--- config.mk ---
export PLATFORM = sky130hd
export DESIGN_NAME = pllhc_top
export DESIGN_NICKNAME = d
export VERILOG_FILES = /design/src/rtl/pllhc_pkg.sv /design/src/rtl/pllhc_top.sv
export VERILOG_INCLUDE_DIRS = /design/src /design/src/rtl
export SDC_FILE = /design/constraint.sdc
export NUM_CORES = 1
export LEC_CHECK = 0
export ABC_AREA = 1
export BUFFER_PORTS_ARGS = -buffer_cell sky130_fd_sc_hd__buf_4
export CAP_MARGIN = 15
export CORE_MARGIN = 4
export CORE_UTILIZATION = 30
export CTS_CLUSTER_DIAMETER = 30
export DETAILED_ROUTE_END_ITERATION = 8
export PLACE_DENSITY_LB_ADDON = 0.12
export SETUP_SLACK_MARGIN = 0.4
export SLEW_MARGIN = 10
export SYNTH_ARGS = -nofsm -noshare
export SYNTH_HDL_FRONTEND = slang
export SYNTH_SLANG_ARGS = --single-unit
--- constraint.sdc ---
create_clock -name mclk -period 5.6 [get_ports mclk]
set_input_delay 0 -clock mclk [delete_from_list [all_inputs] [get_ports mclk]]
set_output_delay 0 -clock mclk [all_outputs]
set_load 0.005 [all_outputs]
--- src/rtl/pllhc_defines.svh ---
// register map, field positions and timing counts of the pll holdover and vco calibration block
`ifndef PLLHC_DEFINES_SVH
`define PLLHC_DEFINES_SVH
`define PLLHC_OFS_LOCKCAL  12'h018
`define PLLHC_OFS_LDSEL    12'h01A
`define PLLHC_OFS_REFCTL   12'h01C
`define PLLHC_OFS_HOLD     12'h01D
`define PLLHC_OFS_MON      12'h01F
`define PLLHC_OFS_UPDATE   12'h232
`define PLLHC_BIT_CAL      0
`define PLLHC_BIT_DLD_DIS  3
`define PLLHC_BIT_WIN      4
`define PLLHC_BIT_HEN0     0
`define PLLHC_BIT_EXTHOLD  1
`define PLLHC_BIT_HEN2     2
`define PLLHC_BIT_CMPEN    3
`define PLLHC_BIT_REFSEL   3
`define PLLHC_BIT_DONE     6
`define PLLHC_LD_CURSRC    6'h04
`define PLLHC_CAL_CYCLES   13'h1130
`define PLLHC_WIN_HI       4'h3
`define PLLHC_WIN_LO       4'h1
`define PLLHC_UNLOCK_EXTRA 4'h2
`endif

--- src/rtl/pllhc_pkg.sv ---
// types of the pll holdover and vco calibration block
package pllhc_pkg;
  typedef enum logic [2:0] {
    PLLHC_CAL_IDLE = 3'b001,
    PLLHC_CAL_RUN  = 3'b010,
    PLLHC_CAL_DONE = 3'b100
  } pllhc_cal_t;
  typedef enum logic [1:0] {
    PLLHC_HO_ARMED = 2'b01,
    PLLHC_HO_WAIT  = 2'b10
  } pllhc_ho_t;
endpackage

--- src/rtl/pllhc_top.sv ---
// pll holdover, lock detect and vco calibration control with axi4-lite registers
//
// The AXI4-Lite slave port was left to the implementer.
`timescale 1ns/1ps
`default_nettype none
`include "pllhc_defines.svh"
module pllhc_top (
  input  wire logic        mclk,            // 40 MHz system clock
  input  wire logic        rstn,            // synchronous reset, active low
  input  wire logic [11:0] s_axi_awaddr,    // write address
  input  wire logic        s_axi_awvalid,   // write address valid
  output logic             s_axi_awready,   // write address ready
  input  wire logic [31:0] s_axi_wdata,     // write data
  input  wire logic [3:0]  s_axi_wstrb,     // write byte strobes
  input  wire logic        s_axi_wvalid,    // write data valid
  output logic             s_axi_wready,    // write data ready
  output logic [1:0]       s_axi_bresp,     // write response
  output logic             s_axi_bvalid,    // write response valid
  input  wire logic        s_axi_bready,    // write response ready
  input  wire logic [11:0] s_axi_araddr,    // read address
  input  wire logic        s_axi_arvalid,   // read address valid
  output logic             s_axi_arready,   // read address ready
  output logic [31:0]      s_axi_rdata,     // read data
  output logic [1:0]       s_axi_rresp,     // read response
  output logic             s_axi_rvalid,    // read valid
  input  wire logic        s_axi_rready,    // read ready
  input  wire logic        pfd_ref_evt,     // reference edge at phase detector, one-cycle pulse
  input  wire logic        pfd_fb_evt,      // feedback edge at phase detector, one-cycle pulse
  input  wire logic [3:0]  pfd_phase_err,   // phase error magnitude of the last comparison
  input  wire logic        first_ref_ok,    // first reference above threshold
  input  wire logic        second_ref_ok,   // second reference present
  input  wire logic        lock_pin_level,  // sensed level on the lock indicator pin
  input  wire logic        ref_low_norm,    // reference below normal threshold
  input  wire logic        ref_low_ext,     // reference below extended threshold
  input  wire logic        vco_low,         // vco below threshold
  output logic             cp_hiz,          // charge pump output held in high impedance
  output logic             b_cnt_reset,     // feedback B counter reset pulse
  output logic             dld_out,         // digital lock detector result
  output logic [5:0]       lock_pin_mode,   // applied lock indicator pin mode
  output logic             lock_pin_cursrc, // current-source lock detect mode active
  output logic             out_sync,        // internal output sync during calibration
  output logic             vco_cal_busy,    // vco calibration running, loop opened
  output logic             sel_second_ref   // second reference selected
);
  import pllhc_pkg::*;

  ////////////////////////////////////////////////////////////////////////////
  // shadow and applied registers
  logic [7:0] sh_lockcal_q, sh_lockcal_d, ap_lockcal_q, ap_lockcal_d;
  logic [7:0] sh_ldsel_q, sh_ldsel_d, ap_ldsel_q, ap_ldsel_d;
  logic [7:0] sh_refctl_q, sh_refctl_d, ap_refctl_q, ap_refctl_d;
  logic [7:0] sh_hold_q, sh_hold_d, ap_hold_q, ap_hold_d;
  logic [7:0] sh_mon_q, sh_mon_d, ap_mon_q, ap_mon_d;
  logic       awpend_q, awpend_d, wpend_q, wpend_d;
  logic [11:0] awaddr_q, awaddr_d;
  logic [7:0] wbyte_q, wbyte_d;
  logic       bvalid_q, bvalid_d, rvalid_q, rvalid_d;
  logic [1:0] bresp_q, bresp_d, rresp_q, rresp_d;
  logic [31:0] rdata_q, rdata_d;
  logic       wr_fire, wr_hit, upd_fire, awrdy_q, awrdy_d, wrdy_q, wrdy_d, cursrc_q, cursrc_d;
  logic       cal_done_q, cal_done_d;

  assign wr_fire  = awpend_q && wpend_q && !bvalid_q;
  assign upd_fire = wr_fire && awaddr_q == `PLLHC_OFS_UPDATE && wbyte_q[0];

  always_comb begin
    awpend_d = awpend_q;
    wpend_d  = wpend_q;
    awaddr_d = awaddr_q;
    wbyte_d  = wbyte_q;
    bvalid_d = bvalid_q;
    bresp_d  = bresp_q;
    sh_lockcal_d = sh_lockcal_q;
    sh_ldsel_d   = sh_ldsel_q;
    sh_refctl_d  = sh_refctl_q;
    sh_hold_d    = sh_hold_q;
    sh_mon_d     = sh_mon_q;
    ap_lockcal_d = ap_lockcal_q;
    ap_ldsel_d   = ap_ldsel_q;
    ap_refctl_d  = ap_refctl_q;
    ap_hold_d    = ap_hold_q;
    ap_mon_d     = ap_mon_q;
    wr_hit = 1'b1;
    if (s_axi_awvalid && !awpend_q) begin
      awpend_d = 1'b1;
      // registers sit at four times their index; the index is what gets decoded
      awaddr_d = {2'b00, s_axi_awaddr[11:2]};
    end
    if (s_axi_wvalid && !wpend_q) begin
      wpend_d = 1'b1;
      wbyte_d = s_axi_wstrb[0] ? s_axi_wdata[7:0] : 8'h00;
    end
    if (wr_fire) begin
      awpend_d = 1'b0;
      wpend_d  = 1'b0;
      bvalid_d = 1'b1;
      case (awaddr_q)
        `PLLHC_OFS_LOCKCAL: sh_lockcal_d = wbyte_q;
        `PLLHC_OFS_LDSEL:   sh_ldsel_d   = {2'b00, wbyte_q[5:0]};
        `PLLHC_OFS_REFCTL:  sh_refctl_d  = {3'b000, wbyte_q[4:0]};
        `PLLHC_OFS_HOLD:    sh_hold_d    = {4'h0, wbyte_q[3:0]};
        `PLLHC_OFS_MON:     sh_mon_d     = {8'h00 | {7'h00, wbyte_q[0]}};
        `PLLHC_OFS_UPDATE:  wr_hit = 1'b1;
        default:            wr_hit = 1'b0;
      endcase
      bresp_d = wr_hit ? 2'b00 : 2'b10;
    end
    if (upd_fire) begin
      ap_lockcal_d = sh_lockcal_q;
      ap_ldsel_d   = sh_ldsel_q;
      ap_refctl_d  = sh_refctl_q;
      ap_hold_d    = sh_hold_q;
      ap_mon_d     = sh_mon_q;
    end
    if (bvalid_q && s_axi_bready) begin
      bvalid_d = 1'b0;
    end
    awrdy_d  = !awpend_d;
    wrdy_d   = !wpend_d;
    cursrc_d = ap_ldsel_d[5:0] == `PLLHC_LD_CURSRC;
  end

  always_ff @(posedge mclk) begin
    if (!rstn) begin
      awpend_q <= 1'b0;
      awrdy_q  <= 1'b1;
      wrdy_q   <= 1'b1;
      cursrc_q <= 1'b0;
      wpend_q  <= 1'b0;
      awaddr_q <= 12'h000;
      wbyte_q  <= 8'h00;
      bvalid_q <= 1'b0;
      bresp_q  <= 2'b00;
      sh_lockcal_q <= 8'h00;
      sh_ldsel_q   <= 8'h00;
      sh_refctl_q  <= 8'h00;
      sh_hold_q    <= 8'h00;
      sh_mon_q     <= 8'h00;
      ap_lockcal_q <= 8'h00;
      ap_ldsel_q   <= 8'h00;
      ap_refctl_q  <= 8'h00;
      ap_hold_q    <= 8'h00;
      ap_mon_q     <= 8'h00;
    end else begin
      awpend_q <= awpend_d;
      awrdy_q  <= awrdy_d;
      wrdy_q   <= wrdy_d;
      cursrc_q <= cursrc_d;
      wpend_q  <= wpend_d;
      awaddr_q <= awaddr_d;
      wbyte_q  <= wbyte_d;
      bvalid_q <= bvalid_d;
      bresp_q  <= bresp_d;
      sh_lockcal_q <= sh_lockcal_d;
      sh_ldsel_q   <= sh_ldsel_d;
      sh_refctl_q  <= sh_refctl_d;
      sh_hold_q    <= sh_hold_d;
      sh_mon_q     <= sh_mon_d;
      ap_lockcal_q <= ap_lockcal_d;
      ap_ldsel_q   <= ap_ldsel_d;
      ap_refctl_q  <= ap_refctl_d;
      ap_hold_q    <= ap_hold_d;
      ap_mon_q     <= ap_mon_d;
    end
  end

  ////////////////////////////////////////////////////////////////////////////
  // read channel; reads return shadow values so software sees what it wrote
  logic ref_low_sel, mon_ref_flag, mon_vco_flag, arrdy_q, arrdy_d;
  assign ref_low_sel = ap_mon_q[0] ? ref_low_ext : ref_low_norm;

  always_comb begin
    rvalid_d = rvalid_q;
    rdata_d  = rdata_q;
    rresp_d  = rresp_q;
    if (s_axi_arvalid && !rvalid_q) begin
      rvalid_d = 1'b1;
      rresp_d  = 2'b00;
      case ({2'b00, s_axi_araddr[11:2]})
        `PLLHC_OFS_LOCKCAL: rdata_d = {24'h000000, sh_lockcal_q};
        `PLLHC_OFS_LDSEL:   rdata_d = {24'h000000, sh_ldsel_q};
        `PLLHC_OFS_REFCTL:  rdata_d = {24'h000000, sh_refctl_q};
        `PLLHC_OFS_HOLD:    rdata_d = {24'h000000, sh_hold_q};
        `PLLHC_OFS_MON:     rdata_d = {24'h000000, 1'b0, cal_done_q, 2'b00,
                                       dld_out, mon_vco_flag, mon_ref_flag, sh_mon_q[0]};
        `PLLHC_OFS_UPDATE:  rdata_d = 32'h00000000;
        default: begin
          rdata_d = 32'h00000000;
          rresp_d = 2'b10;
        end
      endcase
    end else if (rvalid_q && s_axi_rready) begin
      rvalid_d = 1'b0;
    end
    arrdy_d = !rvalid_d;
  end

  always_ff @(posedge mclk) begin
    if (!rstn) begin
      rvalid_q <= 1'b0;
      arrdy_q  <= 1'b1;
      rdata_q  <= 32'h00000000;
      rresp_q  <= 2'b00;
    end else begin
      rvalid_q <= rvalid_d;
      arrdy_q  <= arrdy_d;
      rdata_q  <= rdata_d;
      rresp_q  <= rresp_d;
    end
  end

  assign s_axi_awready = awrdy_q;
  assign s_axi_wready  = wrdy_q;
  assign s_axi_bvalid  = bvalid_q;
  assign s_axi_bresp   = bresp_q;
  assign s_axi_arready = arrdy_q;
  assign s_axi_rvalid  = rvalid_q;
  assign s_axi_rdata   = rdata_q;
  assign s_axi_rresp   = rresp_q;

  ////////////////////////////////////////////////////////////////////////////
  // digital lock detector, monitors and reference selection
  logic [3:0] lock_cnt_q, lock_cnt_d, lock_need, win;
  logic       dld_q, dld_d, mon_ref_q, mon_ref_d, mon_vco_q, mon_vco_d, refsel_q, refsel_d;
  logic       cur_ref_ok;

  always_comb begin
    case (ap_lockcal_q[6:5])
      2'b00:   lock_need = 4'h5;
      2'b01:   lock_need = 4'h4;
      2'b10:   lock_need = 4'h8;
      default: lock_need = 4'hF;
    endcase
    win = ap_lockcal_q[`PLLHC_BIT_WIN] ? `PLLHC_WIN_LO : `PLLHC_WIN_HI;
    lock_cnt_d = lock_cnt_q;
    dld_d      = dld_q;
    if (ap_lockcal_q[`PLLHC_BIT_DLD_DIS]) begin
      lock_cnt_d = 4'h0;
      dld_d      = 1'b0;
    end else if (pfd_ref_evt) begin
      if (pfd_phase_err <= win) begin
        if (lock_cnt_q + 4'h1 >= lock_need) begin
          dld_d = 1'b1;
        end else begin
          lock_cnt_d = lock_cnt_q + 4'h1;
        end
      end else begin
        lock_cnt_d = 4'h0;
        if (pfd_phase_err > win + `PLLHC_UNLOCK_EXTRA) begin
          dld_d = 1'b0;
        end
      end
    end
    // automatic switchover prefers the chosen reference and leaves it only when it fails
    refsel_d = ap_refctl_q[`PLLHC_BIT_REFSEL];
    if (ap_refctl_q[4] && (ap_refctl_q[2:1] == 2'b11)) begin
      refsel_d = ap_refctl_q[`PLLHC_BIT_REFSEL] ? second_ref_ok : !first_ref_ok;
    end
    mon_ref_d = ref_low_sel;
    mon_vco_d = vco_low;
  end

  assign mon_ref_flag = mon_ref_q;
  assign mon_vco_flag = mon_vco_q;
  assign cur_ref_ok   = refsel_q ? second_ref_ok : first_ref_ok;

  always_ff @(posedge mclk) begin
    if (!rstn) begin
      lock_cnt_q <= 4'h0;
      dld_q      <= 1'b0;
      refsel_q   <= 1'b0;
      mon_ref_q  <= 1'b0;
      mon_vco_q  <= 1'b0;
    end else begin
      lock_cnt_q <= lock_cnt_d;
      dld_q      <= dld_d;
      refsel_q   <= refsel_d;
      mon_ref_q  <= mon_ref_d;
      mon_vco_q  <= mon_vco_d;
    end
  end

  ////////////////////////////////////////////////////////////////////////////
  // automatic holdover
  pllhc_ho_t  ho_q, ho_d;
  logic       hiz_q, hiz_d, brst_q, brst_d, ld_sense, ho_en, ho_auto;

  assign ld_sense = ap_hold_q[`PLLHC_BIT_CMPEN] ? lock_pin_level : 1'b1;
  assign ho_en    = ap_hold_q[`PLLHC_BIT_HEN0] && ap_hold_q[`PLLHC_BIT_HEN2];
  assign ho_auto  = ho_en && !ap_hold_q[`PLLHC_BIT_EXTHOLD];

  always_comb begin
    ho_d   = ho_q;
    hiz_d  = hiz_q;
    brst_d = 1'b0;
    if (!ho_auto) begin
      hiz_d = 1'b0;
      ho_d  = PLLHC_HO_ARMED;
    end else if (hiz_q) begin
      // only a reference edge of the selected input ends holdover
      if (pfd_ref_evt && cur_ref_ok) begin
        hiz_d  = 1'b0;
        brst_d = 1'b1;
        ho_d   = PLLHC_HO_WAIT;
      end
    end else begin
      case (ho_q)
        PLLHC_HO_ARMED: begin
          if (!ld_sense) begin
            hiz_d = 1'b1;
          end
        end
        PLLHC_HO_WAIT: begin
          if (dld_q && ld_sense) begin
            ho_d = PLLHC_HO_ARMED;
          end
        end
        default: ho_d = PLLHC_HO_ARMED;
      endcase
    end
  end

  always_ff @(posedge mclk) begin
    if (!rstn) begin
      ho_q   <= PLLHC_HO_ARMED;
      hiz_q  <= 1'b0;
      brst_q <= 1'b0;
    end else begin
      ho_q   <= ho_d;
      hiz_q  <= hiz_d;
      brst_q <= brst_d;
    end
  end

  ////////////////////////////////////////////////////////////////////////////
  // vco calibration sequencer, counted on divided phase-detector events
  pllhc_cal_t cal_q, cal_d;
  logic [12:0] cal_cnt_q, cal_cnt_d;
  logic [2:0]  div_cnt_q, div_cnt_d, cal_div;
  logic        calbit_prev_q, calbit_prev_d, cal_tick, run_q, run_d;

  always_comb begin
    case (ap_lockcal_q[2:1])
      2'b00:   cal_div = 3'h2;
      2'b01:   cal_div = 3'h4;
      2'b10:   cal_div = 3'h7;
      default: cal_div = 3'h7;
    endcase
  end
  assign cal_tick = pfd_ref_evt && (div_cnt_q + 3'h1 >= cal_div);

  always_comb begin
    cal_d         = cal_q;
    cal_cnt_d     = cal_cnt_q;
    cal_done_d    = cal_done_q;
    div_cnt_d     = div_cnt_q;
    calbit_prev_d = ap_lockcal_q[`PLLHC_BIT_CAL];
    if (pfd_ref_evt) begin
      div_cnt_d = cal_tick ? 3'h0 : div_cnt_q + 3'h1;
    end
    case (cal_q)
      PLLHC_CAL_IDLE, PLLHC_CAL_DONE: begin
        // only an applied zero-to-one edge starts it; divider changes never do
        if (ap_lockcal_q[`PLLHC_BIT_CAL] && !calbit_prev_q) begin
          cal_d      = PLLHC_CAL_RUN;
          cal_cnt_d  = 13'h0000;
          cal_done_d = 1'b0;
          div_cnt_d  = 3'h0;
        end
      end
      PLLHC_CAL_RUN: begin
        if (cal_tick) begin
          if (cal_cnt_q == `PLLHC_CAL_CYCLES - 13'h0001) begin
            cal_d      = PLLHC_CAL_DONE;
            cal_done_d = 1'b1;
          end else begin
            cal_cnt_d = cal_cnt_q + 13'h0001;
          end
        end
      end
      default: cal_d = PLLHC_CAL_IDLE;
    endcase
    run_d = cal_d == PLLHC_CAL_RUN;
  end

  always_ff @(posedge mclk) begin
    if (!rstn) begin
      cal_q         <= PLLHC_CAL_IDLE;
      cal_cnt_q     <= 13'h0000;
      cal_done_q    <= 1'b0;
      div_cnt_q     <= 3'h0;
      calbit_prev_q <= 1'b0;
      run_q         <= 1'b0;
    end else begin
      cal_q         <= cal_d;
      cal_cnt_q     <= cal_cnt_d;
      cal_done_q    <= cal_done_d;
      div_cnt_q     <= div_cnt_d;
      calbit_prev_q <= calbit_prev_d;
      run_q         <= run_d;
    end
  end

  assign cp_hiz          = hiz_q;
  assign b_cnt_reset     = brst_q;
  assign dld_out         = dld_q;
  assign lock_pin_mode   = ap_ldsel_q[5:0];
  assign lock_pin_cursrc = cursrc_q;
  assign out_sync        = run_q;
  assign vco_cal_busy    = run_q;
  assign sel_second_ref  = refsel_q;

  ////////////////////////////////////////////////////////////////////////////
  // assertions
  property p_hiz_entry;
    @(posedge mclk) disable iff (!rstn)
      (ho_auto && !hiz_q && ho_q == PLLHC_HO_ARMED && !ld_sense) |=> hiz_q;
  endproperty
  a_hiz_entry: assert property (p_hiz_entry) else $error("no holdover on lock loss");

  property p_hiz_hold;
    @(posedge mclk) disable iff (!rstn)
      (hiz_q && ho_auto && !(pfd_ref_evt && cur_ref_ok)) |=> hiz_q;
  endproperty
  a_hiz_hold: assert property (p_hiz_hold) else $error("holdover left without reference");

  property p_brst;
    @(posedge mclk) disable iff (!rstn)
      ($fell(hiz_q) && ho_auto) |-> brst_q;
  endproperty
  a_brst: assert property (p_brst) else $error("B counter not reset on release");

  property p_noreentry;
    @(posedge mclk) disable iff (!rstn)
      (ho_q == PLLHC_HO_WAIT) |=> !$rose(hiz_q);
  endproperty
  a_noreentry: assert property (p_noreentry) else $error("holdover reentered before relock");

  property p_disabled;
    @(posedge mclk) disable iff (!rstn)
      !ho_en |=> !hiz_q;
  endproperty
  a_disabled: assert property (p_disabled) else $error("holdover active while disabled");

  property p_done_low;
    @(posedge mclk) disable iff (!rstn)
      (cal_q == PLLHC_CAL_RUN) |-> !cal_done_q && out_sync;
  endproperty
  a_done_low: assert property (p_done_low) else $error("done or sync wrong during calibration");

  property p_cal_start;
    @(posedge mclk) disable iff (!rstn)
      $rose(cal_q == PLLHC_CAL_RUN) |-> $past(ap_lockcal_q[0]) && !$past(calbit_prev_q);
  endproperty
  a_cal_start: assert property (p_cal_start) else $error("calibration started on its own");

  property p_cal_len;
    @(posedge mclk) disable iff (!rstn)
      (cal_q == PLLHC_CAL_RUN && cal_tick && cal_cnt_q == 13'd4399) |=> cal_done_q;
  endproperty
  a_cal_len: assert property (p_cal_len) else $error("calibration length wrong");

endmodule
`default_nettype wire

== Word level (Yosys, flattened, before mapping) ==
Cells that the tools add are included.

* Add/sub/neg operators: 4
* $lt $le $gt $ge: 4
* Equality and inequality tests: 33
* Multiplexer cells: 51
* Bitwise operators: 1
* Reduce and logical (&&, ||, !) cells: 47

{| class="wikitable"
|+ Operator list
! cell !! number
|-
| $eq A10 B5 Y1 const B || 10
|-
| $pmux W8 S5 || 1
|-
| $mux W13 || 3
|-
| $pmux W13 S2 || 1
|-
| $mux W1 || 24
|-
| $mux W3 || 7
|-
| $eq A10 B10 Y1 const B || 2
|-
| $logic_and A1 B1 Y1 || 16
|-
| $reduce_and A2 Y1 || 7
|-
| $add A13 B1 Y13 const B || 1
|-
| $eq A13 B13 Y1 const B || 1
|-
| $mux W2 || 6
|-
| $ne A2 B2 Y1 const B || 6
|-
| $pmux W3 S2 || 2
|-
| $pmux W4 S3 || 1
|-
| $reduce_or A6 Y1 || 2
|-
| $logic_not A1 Y1 || 10
|-
| $reduce_and A3 Y1 || 3
|-
| $mux W4 || 2
|-
| $mux W8 || 1
|-
| $reduce_and A4 Y1 || 2
|-
| $eq A2 B1 Y1 const B || 3
|-
| $eq A2 B2 Y1 const B || 3
|-
| $eq A3 B2 Y1 const B || 2
|-
| 19 further kinds || 24
|}

* Flip-flop bits (word level): 143
* Input bits: 79
* Output and inout bits: 54
* Word-level logic and storage cells: 177

== Logic depth before layout (Yosys ltp) ==
Gate-level depths: netlist of run 1.

* Depth in word-level cells: 8
* Depth in mapped cells: 12
* Depth with buffers taken out: 12

== Worst setup path before layout of run 1 ==
OpenSTA, ideal clock, no wires.

* Kind: register to register
* Start: reg div_cnt_q[0]
* End: reg cal_cnt_q[12]
* Setup time: 0.071 ns
* Arrival time: 1.759 ns
* Data required time: 5.529 ns
* Path slack: 3.770 ns
* Cell stages (with the launch flop): 12
* Path buffers: 0
* Clock period less this slack: 1.830 ns
* Path through: dfxtp_1 > ha_1 > xor2_1 > ha_1 > nand2_1 > inv_1 > nand2_1 > nand2_1 > nand3_1 > o21ai_2 > nand2_1 > a21oi_1

* Longest elaborated chain between the ends: 5

{| class="wikitable"
|+ RTL lines
! what !! RTL line !! RTL
|-
| from (decl) || pllhc_top.sv:339 || <nowiki>logic [2:0] div_cnt_q, div_cnt_d, cal_div;</nowiki>
|-
| from (signal assigned) || pllhc_top.sv:398 || <nowiki>div_cnt_q <= div_cnt_d;</nowiki>
|-
| $add A3 B1 Y3 || pllhc_top.sv:350 || <nowiki>assign cal_tick = pfd_ref_evt && (div_cnt_q + 3'h1 >= cal_div);</nowiki>
|-
| $ge A3 B3 Y1 || pllhc_top.sv:350 ||
|-
| $logic_and A1 B1 Y1 || pllhc_top.sv:350 ||
|-
| $ne A2 B2 Y1 (no line) || n/a ||
|-
| $reduce_and A4 Y1 (no line) || n/a ||
|-
| to (signal assigned) || pllhc_top.sv:396 || <nowiki>cal_cnt_q <= cal_cnt_d;</nowiki>
|-
| to (decl) || pllhc_top.sv:338 || <nowiki>logic [12:0] cal_cnt_q, cal_cnt_d;</nowiki>
|}

Every way passes these cells.
A chain may end at the register's enable or synchronous reset.

== Final worst setup path of run 1 ==
* Start: reg div_cnt_q[0]
* End: reg cal_cnt_q[11]

Same word-level chain as after synthesis.

==> results.tsv, run 1 <==
metric	value	unit
drtIter0Drc	203	
clockRootBuffer	clkbuf_16	
clock_latency	0.41	ns
post_drt_wl_per_cell	13.2	microns
drive_gt1_share	12.9	%
cp.arrival	2.47	ns
drt-total-wl	15700	microns
crit_fanout	10	
yosysWarnings	0	
fin_nets	1038	
cts_made_buffers	17	
synth.cell_area	5750	sq um
die_h	146	microns
netlist.area_leader.share	40.4	%
synth_top_area_cell	dfxtp_1	
ant_nets	0	
vias	5374	
vias_per_cell	4.51	
io_pins	133	
post_cts_buffers	0	
hp-class	input port to register	
crit_type	register to register	
diodes	0	
yosysUniqueCellTypes	37	
setup_viol	0	
cts.clk_slew.worst_paths	0.05	ns
startpoint_type	register	
finalSetupTns	0	ns
route.detailed.drc	0	
rsz0062_at_grt	false	
rows	50	
leakagePower	3.25	nW
internal-power	1.57	mW
hpwl	11400	microns
endpoint_kind	register	
synth-seq-area-share	40.4	%
power.total	2.08	mW
swShare	24.7	%
grt_util_all_layers	14.7	%
fp.dieArea	21400	sq um
portBuffers	74	
grt_overflow	0	
layout_commonest_cell	nand2_1	
pwr-share-clk	48.4	%
post_cts_resized	0	
htree_levels	4	
reg2reg_depth	11	
cp_data_required_time	5.92	ns
avgSynthCellArea	6.88	sq um
syn2layout_area_growth	27.8	%
fin_crit_sh	38.4	%
hold_buffers	40	
drv_slew	0	
core_area	18800	sq um
fin_skew	0.00740	ns
grt_pass1_wl	25500	microns
cts.sinks	116	
synth-seq-cells	116	
p_switching	0.512	mW
max_freq	465	MHz
slew_headroom	54.3	%
drv_cap	0	
final_cell_mix	nand2_1, nor2_1, dfxtp_1	
grt_max_degree	59	
clockBufferDepth	2	
die_width	146	microns
syn_inst	836	
antenna_found_initial	0	
seq_power_share	42.2	%
worstMarginPinSlew	0.685	ns
fin_crit	2.15	ns
p_per_area	283	nW/um^2
p_comb_share	9.4	%
min_path_cells	6	
hold_viol	0	
ys_top_cells_by_area	dfxtp_1, nand2_1, nor2_1	
status	complete, no violations	
cts_tree	yes	
ir_drop	0.189	mV
grt_pass1_vias	5081	
initial_core_util	30.6	%
firstDrtPassIters	4	
gp_congestion	0.834	
-- worst paths after layout --
path / from / to / slack [ns]
worst max-delay path: div_cnt_q[0] / cal_cnt_q[11] / 3.45
worst min-delay path: pfd_phase_err[2] / dld_out / 0.03
worst max register to register: div_cnt_q[0] / cal_cnt_q[11] / 3.45
worst min register to register: ap_lockcal_q[0] / calbit_prev_q / 0.43
-- cell usage after synthesis (all sizes together) --
| master | number |
|---|---|
| a211oi | 5 |
| a21oi | 80 |
| a22o | 1 |
| and3 | 1 |
| buf | 36 |
| clkbuf | 15 |
| clkinv | 3 |
| conb | 1 |
| dfxtp | 116 |
| ha | 15 |
| inv | 92 |
| nand2 | 177 |
| nand3 | 67 |
| nand3b | 2 |
| nand4 | 20 |
| nor2 | 126 |
| nor3 | 12 |
| o211ai | 1 |
| o21ai | 55 |
| o21bai | 1 |
| o311a | 1 |
| o31ai | 2 |
| or2 | 1 |
| xnor2 | 2 |
| xor2 | 4 |
-- power by group through the flow --
stage | Clock, mW | Combinational (mW) | Sequential [mW]
finish | 1.01 | 0.196 | 0.876
global route | 1.08 | 0.223 | 0.880
CTS | 1.04 | 0.198 | 0.877
detailed placement | 0 | 0.175 | 0.894
global placement | 0 | 0.175 | 0.894
floorplan | 0 | 0.121 | 0.888
-- critical path: stages, from the launching register on --
cell	delay [ns]
dfxtp_1	0.33
ha_1	0.21
xor2_1	0.18
ha_1	0.30
nand2_1	0.05
inv_1	0.04
nand2_1	0.06
nand2_1	0.08
nand3_1	0.14
o21ai_2	0.44
nand2_1	0.10
a21oi_1	0.14
-- cell families (layout without fill, tap and decap cells) --
kind of cell             Yosys count  after routing  synth area share [%]
AO/OA/AOI/OAI                    146            146                  13.4
flip-flops                       116            116                  40.4
AND/OR/NAND/NOR                  406            406                  30.5
buffers and inverters            146            242                  11.5
adder cells (fa/ha/maj)           15             15                  3.26
other                              1             26                0.0652
XOR/XNOR                           6              6                 0.914
-- per-layer routing --
| metal | track usage, % | vias up | wire [microns] |
|---|---|---|---|
| li1 | - | 2897 | - |
| met5 | 0 | - | 0 |
| met3 | 3.85 | 8 | 558 |
| met1 | 18.4 | 2390 | 7240 |
| met4 | 4.47 | 0 | 170 |
| met2 | 24.9 | 79 | 7720 |
-- metrics by stage --
stage / cells / util, % / area [sq um] / setup WS [ns] / hold WS (ns)
3_5_place_dp: 1119 / 34.1 / 6390 / 3.41 / 0.201
2_1_floorplan: 861 / - / 5840 / 3.77 / 0.0976
5_1_grt: 1191 / 39.1 / 7350 / 3.19 / 0.0596
3_3_place_gp: 1119 / 34.1 / 6390 / 3.43 / 0.196
6_report: 1191 / 39.1 / 7350 / 3.45 / 0.0256
4_1_cts: 1191 / 39.1 / 7350 / 3.41 / 0.0122
-- cell type report --
| cell class | count | area, sq um |
|---|---|---|
| fillers | 2037 | 11400 |
| multi-input cells | 599 | 2860 |
| flip-flops and latches | 116 | 2320 |
| repair buffers | 115 | 963 |
| clock buffers | 25 | 505 |
| inverters | 95 | 357 |
| well taps | 234 | 293 |
| clock inverters | 7 | 47.5 |
-- sequential cells by signal (all words and copies together), names as in the netlist, 5 cells and up --
signal / flops
sh_ldsel_q: 6
s_axi_rdata: 8
sh_lockcal_q: 8
ap_ldsel_q: 6
cal_cnt_q: 13
wbyte_q: 8
sh_refctl_q: 5
awaddr_q: 10
ap_lockcal_q: 7
Note: power is estimated with default switching activity, not from simulation.
==> run 2, diff against run 1 <==
Settings changed: ABC_AREA 1 to 0.
Clock period 5.6 ns to 1.88 ns, I/O delays scaled along.
==> run 2 against run 1 <==
The run now ends with setup timing left; clock power increased to 3.1 times the previous value; via count shrank 14%; core utilization rose by 3.9 points; non-clock buffer count increased by 23; clock skew up 0.0018 ns; count of clock-buffer cells in the layout down 5; register-to-register slack lost 3.7 ns; critical endpoint is now lock_cnt_q[2].
==> results.tsv, run 2 <==
metric	value	unit	change
status	finished, violations left		was complete, no violations
violations	setup timing		
synth-seq-area-share	44.3	%	was 40.4%
path_cells	inv_2 > ha_4 > ha_4 > nand2b_4 > a2111oi_4 > o21ai_1 > or4_1 > a31oi_1		was ha_1 > xor2_1 > ha_1 > nand2_1 > inv_1 > nand2_1 > nand2_1 > nand3_1 > o21ai_2 > nand2_1 > a21oi_1
initial_core_util	30.4	%	was 30.6%
portBuffers	74		unchanged
reg2reg_depth	8		was 11
syn_inst	609		was 836
antenna_found_initial	0		unchanged
vias_per_cell	4.74		was 4.51
cp.depth	8		was 11
yosysWarnings	0		unchanged
drive_gt1_share	27.4	%	was 12.9%
die_h	140	microns	was 146 microns
largest_reg_flops	13		unchanged
largest_registers	cal_cnt_q x13, awaddr_q x10		unchanged
fin_crit_sh	112	%	was 38.4%
cp-startpoint	ap_lockcal_q[5]		was div_cnt_q[0]
n_fill_cell	1659		was 2037
netlist.area_leader.share	44.3	%	was 40.4%
startpoint_type	register		unchanged
ir_drop	0.691	mV	was 0.189 mV
slowest_delay	0.41	ns	was 0.44 ns
grt_overflow	0		unchanged
endpoint	lock_cnt_q[2]		was cal_cnt_q[11]
vias	4616		was 5374
drv_slew	0		unchanged
setup_viol	15		was 0
cp.arrival	2.43	ns	was 2.47 ns
whs	0.0284	ns	was 0.0256 ns
crit_top_cell	ha_4		was nand2_1
fin_util	43.0	%	was 39.1%
largest-register	cal_cnt_q		unchanged
final-instance-count-excl-fill	974		was 1191
cts.sinks	116		unchanged
die_width	140	microns	was 146 microns
hpwl	9320	microns	was 11400 microns
critPathTopFamily	compound AO/OA/AOI/OAI gates		unchanged
worstMarginPinSlew	0.567	ns	was 0.685 ns
drt-total-wl	13300	microns	was 15700 microns
cts_made_buffers	17		unchanged
clock_latency	0.41	ns	about the same
dp_slack	-0.299	ns	was 3.41 ns
drv_cap	0		unchanged
r2r_end	lock_cnt_q[2]		was cal_cnt_q[11]
max_freq	477	MHz	was 465 MHz
cts.clk_slew.worst_paths	0.05	ns	about the same
crit_type	register to register		unchanged
grt_pass1_vias	4405		was 5081
fin_skew	0.00922	ns	was 0.00740 ns
yosysMostFrequentCell	dfxtp_1		was nand2_1
clockRootBuffer	clkbuf_16		unchanged
route.detailed.drc	0		unchanged
finalSetupTns	-0.952	ns	was 0 ns
synth-seq-cells	116		unchanged
r2r_start	ap_lockcal_q[5]		was div_cnt_q[0]
r2r_setup_slack	-0.22	ns	was 3.45 ns
grt_max_degree	29		was 59
fin_nets	830		was 1038
critPathSlowestCell	or4_1		was o21ai_2
crit_buf_inv	1		unchanged
slew_headroom	62.1	%	was 54.3%
p_per_area	844	nW/um^2	was 283 nW/um^2
post_drt_wl_per_cell	13.7	microns	was 13.2 microns
rsz0062_at_grt	true		was false
drtIter0Drc	135		was 203
avgSynthCellArea	8.60	sq um	was 6.88 sq um
hp-start	s_axi_araddr[2]		was pfd_phase_err[2]
hold_viol	0		unchanged
diodes	0		unchanged
asyncSetResetFlopFracSynth	0	%	unchanged
dp.cells	896		was 1119
syn2layout_area_growth	41.5	%	was 27.8%
yosys-top-cells-count	dfxtp_1, nand2_1, nor2_1		was nand2_1, nor2_1, dfxtp_1
synth_top_area_cell	dfxtp_1		unchanged
ys_top_cells_by_area	dfxtp_1, mux2i_1, nand2_1		was dfxtp_1, nand2_1, nor2_1
layout_commonest_cell	dfxtp_1		was nand2_1
hp-class	input port to register		unchanged
firstDrtPassIters	5		was 4
ant_nets	0		unchanged
synth.cell_area	5240	sq um	was 5750 sq um
fp.dieArea	19600	sq um	was 21400 sq um
endpoint_kind	register		unchanged
leakagePower	3.05	nW	was 3.25 nW
final_cell_mix	dfxtp_1, buf_4, nand2_1		was nand2_1, nor2_1, dfxtp_1
clockBufferDepth	2		unchanged
crit_fanout	3		was 10
grt_util_all_layers	13.5	%	was 14.7%
htree_levels	4		unchanged
yosysUniqueCellTypes	53		was 37
fin_crit	2.10	ns	was 2.15 ns
synth-main-ff-cell	dfxtp_1		unchanged
grt_pass1_wl	21700	microns	was 25500 microns
rows	48		was 50
cts_tree	yes		unchanged
cp_data_required_time	2.21	ns	was 5.92 ns
setup_ws	-0.217	ns	was 3.45 ns
core_area	17200	sq um	was 18800 sq um
gp_congestion	0.789		was 0.834
synth_edf_count	0		unchanged
io_pins	133		unchanged
==> run 2: cell families (layout without fill, tap and decap cells) <==
group	Yosys count	after routing	synth area share (%)
AO/OA/AOI/OAI	110	110	12.1
XOR/XNOR	14	14	2.34
adder cells (fa/ha/maj)	15	15	3.58
buffers and inverters	72	187	7.16
flip-flops	116	116	44.3
multiplexers	33	33	6.38
other	1	26	0.0716
AND/OR/NAND/NOR	248	248	24.0
==> run 2: area by class of cell <==
class | count | area [sq um] | area share, %
timing repair buffer | 138 | 1200 | 16.2
clock buffer | 20 | 457 | 6.16
sequential | 116 | 2340 | 31.6
clock inverter | 12 | 130 | 1.75
inverter | 17 | 63.8 | 0.860
tap | 225 | 282 | 3.80
multi-input combinational | 446 | 2950 | 39.7
==> run 2: stage by stage <==
step	area, sq um	power, mW
after global routing	7420	6.51
final	7420	6.26
after detailed placement	6100	3.00
after CTS	7210	6.30
after floorplan	5450	2.86
after global placement	6100	2.99
==> run 2: worst reg2reg max path: stages (launching register included) <==
cell       delay, ns
dfxtp_2         0.33
inv_2           0.05
ha_4            0.26
ha_4            0.18
nand2b_4        0.14
a2111oi_4       0.35
o21ai_1         0.14
or4_1           0.41
a31oi_1         0.17
==> run 2: repair_timing <==
item | in CTS | in global routing
cloned | 1 | 1
hold buffers | 34 | 2
endpoints found under the setup margin | 44 | 72
resized for setup | 31 | 49
hold endpoints to repair | 34 | 2
setup buffers | 6 | 3
pin swaps | 21 | 21
==> run 2: how the worst min path moves through the flow <==
stage / slack [ns] / depth (start not counted) / end
after floorplan: 0.13 / 1 / mon_vco_flag
after global placement: 0.23 / 2 / mon_vco_flag
after detailed placement: 0.23 / 2 / mon_vco_flag
after CTS: -0.06 / 2 / cal_q[0]
after global routing: 0.04 / 4 / s_axi_rdata[4]
final: 0.03 / 4 / s_axi_rdata[4]
==> run 2: per-layer routing <==
metal  global-route usage [%]  vias to the layer above  wire length, microns
met5                        0                        -                     0
met2                     22.4                      108                  6570
met4                     5.05                        0                   167
met1                     17.1                     2157                  5960
li1                         -                     2339                     -
met3                     3.24                       12                   602
==> run 2: report_power, final <==
| part | internal (mW) | leakage, nW | total (mW) | switching [mW] |
|---|---|---|---|---|
| logic | 0.283 | 1.83 | 0.545 | 0.263 |
| clock network | 2.02 | 0.274 | 3.17 | 1.15 |
| registers | 2.51 | 0.945 | 2.54 | 0.0363 |
| total | 4.80 | 3.05 | 6.26 | 1.45 |
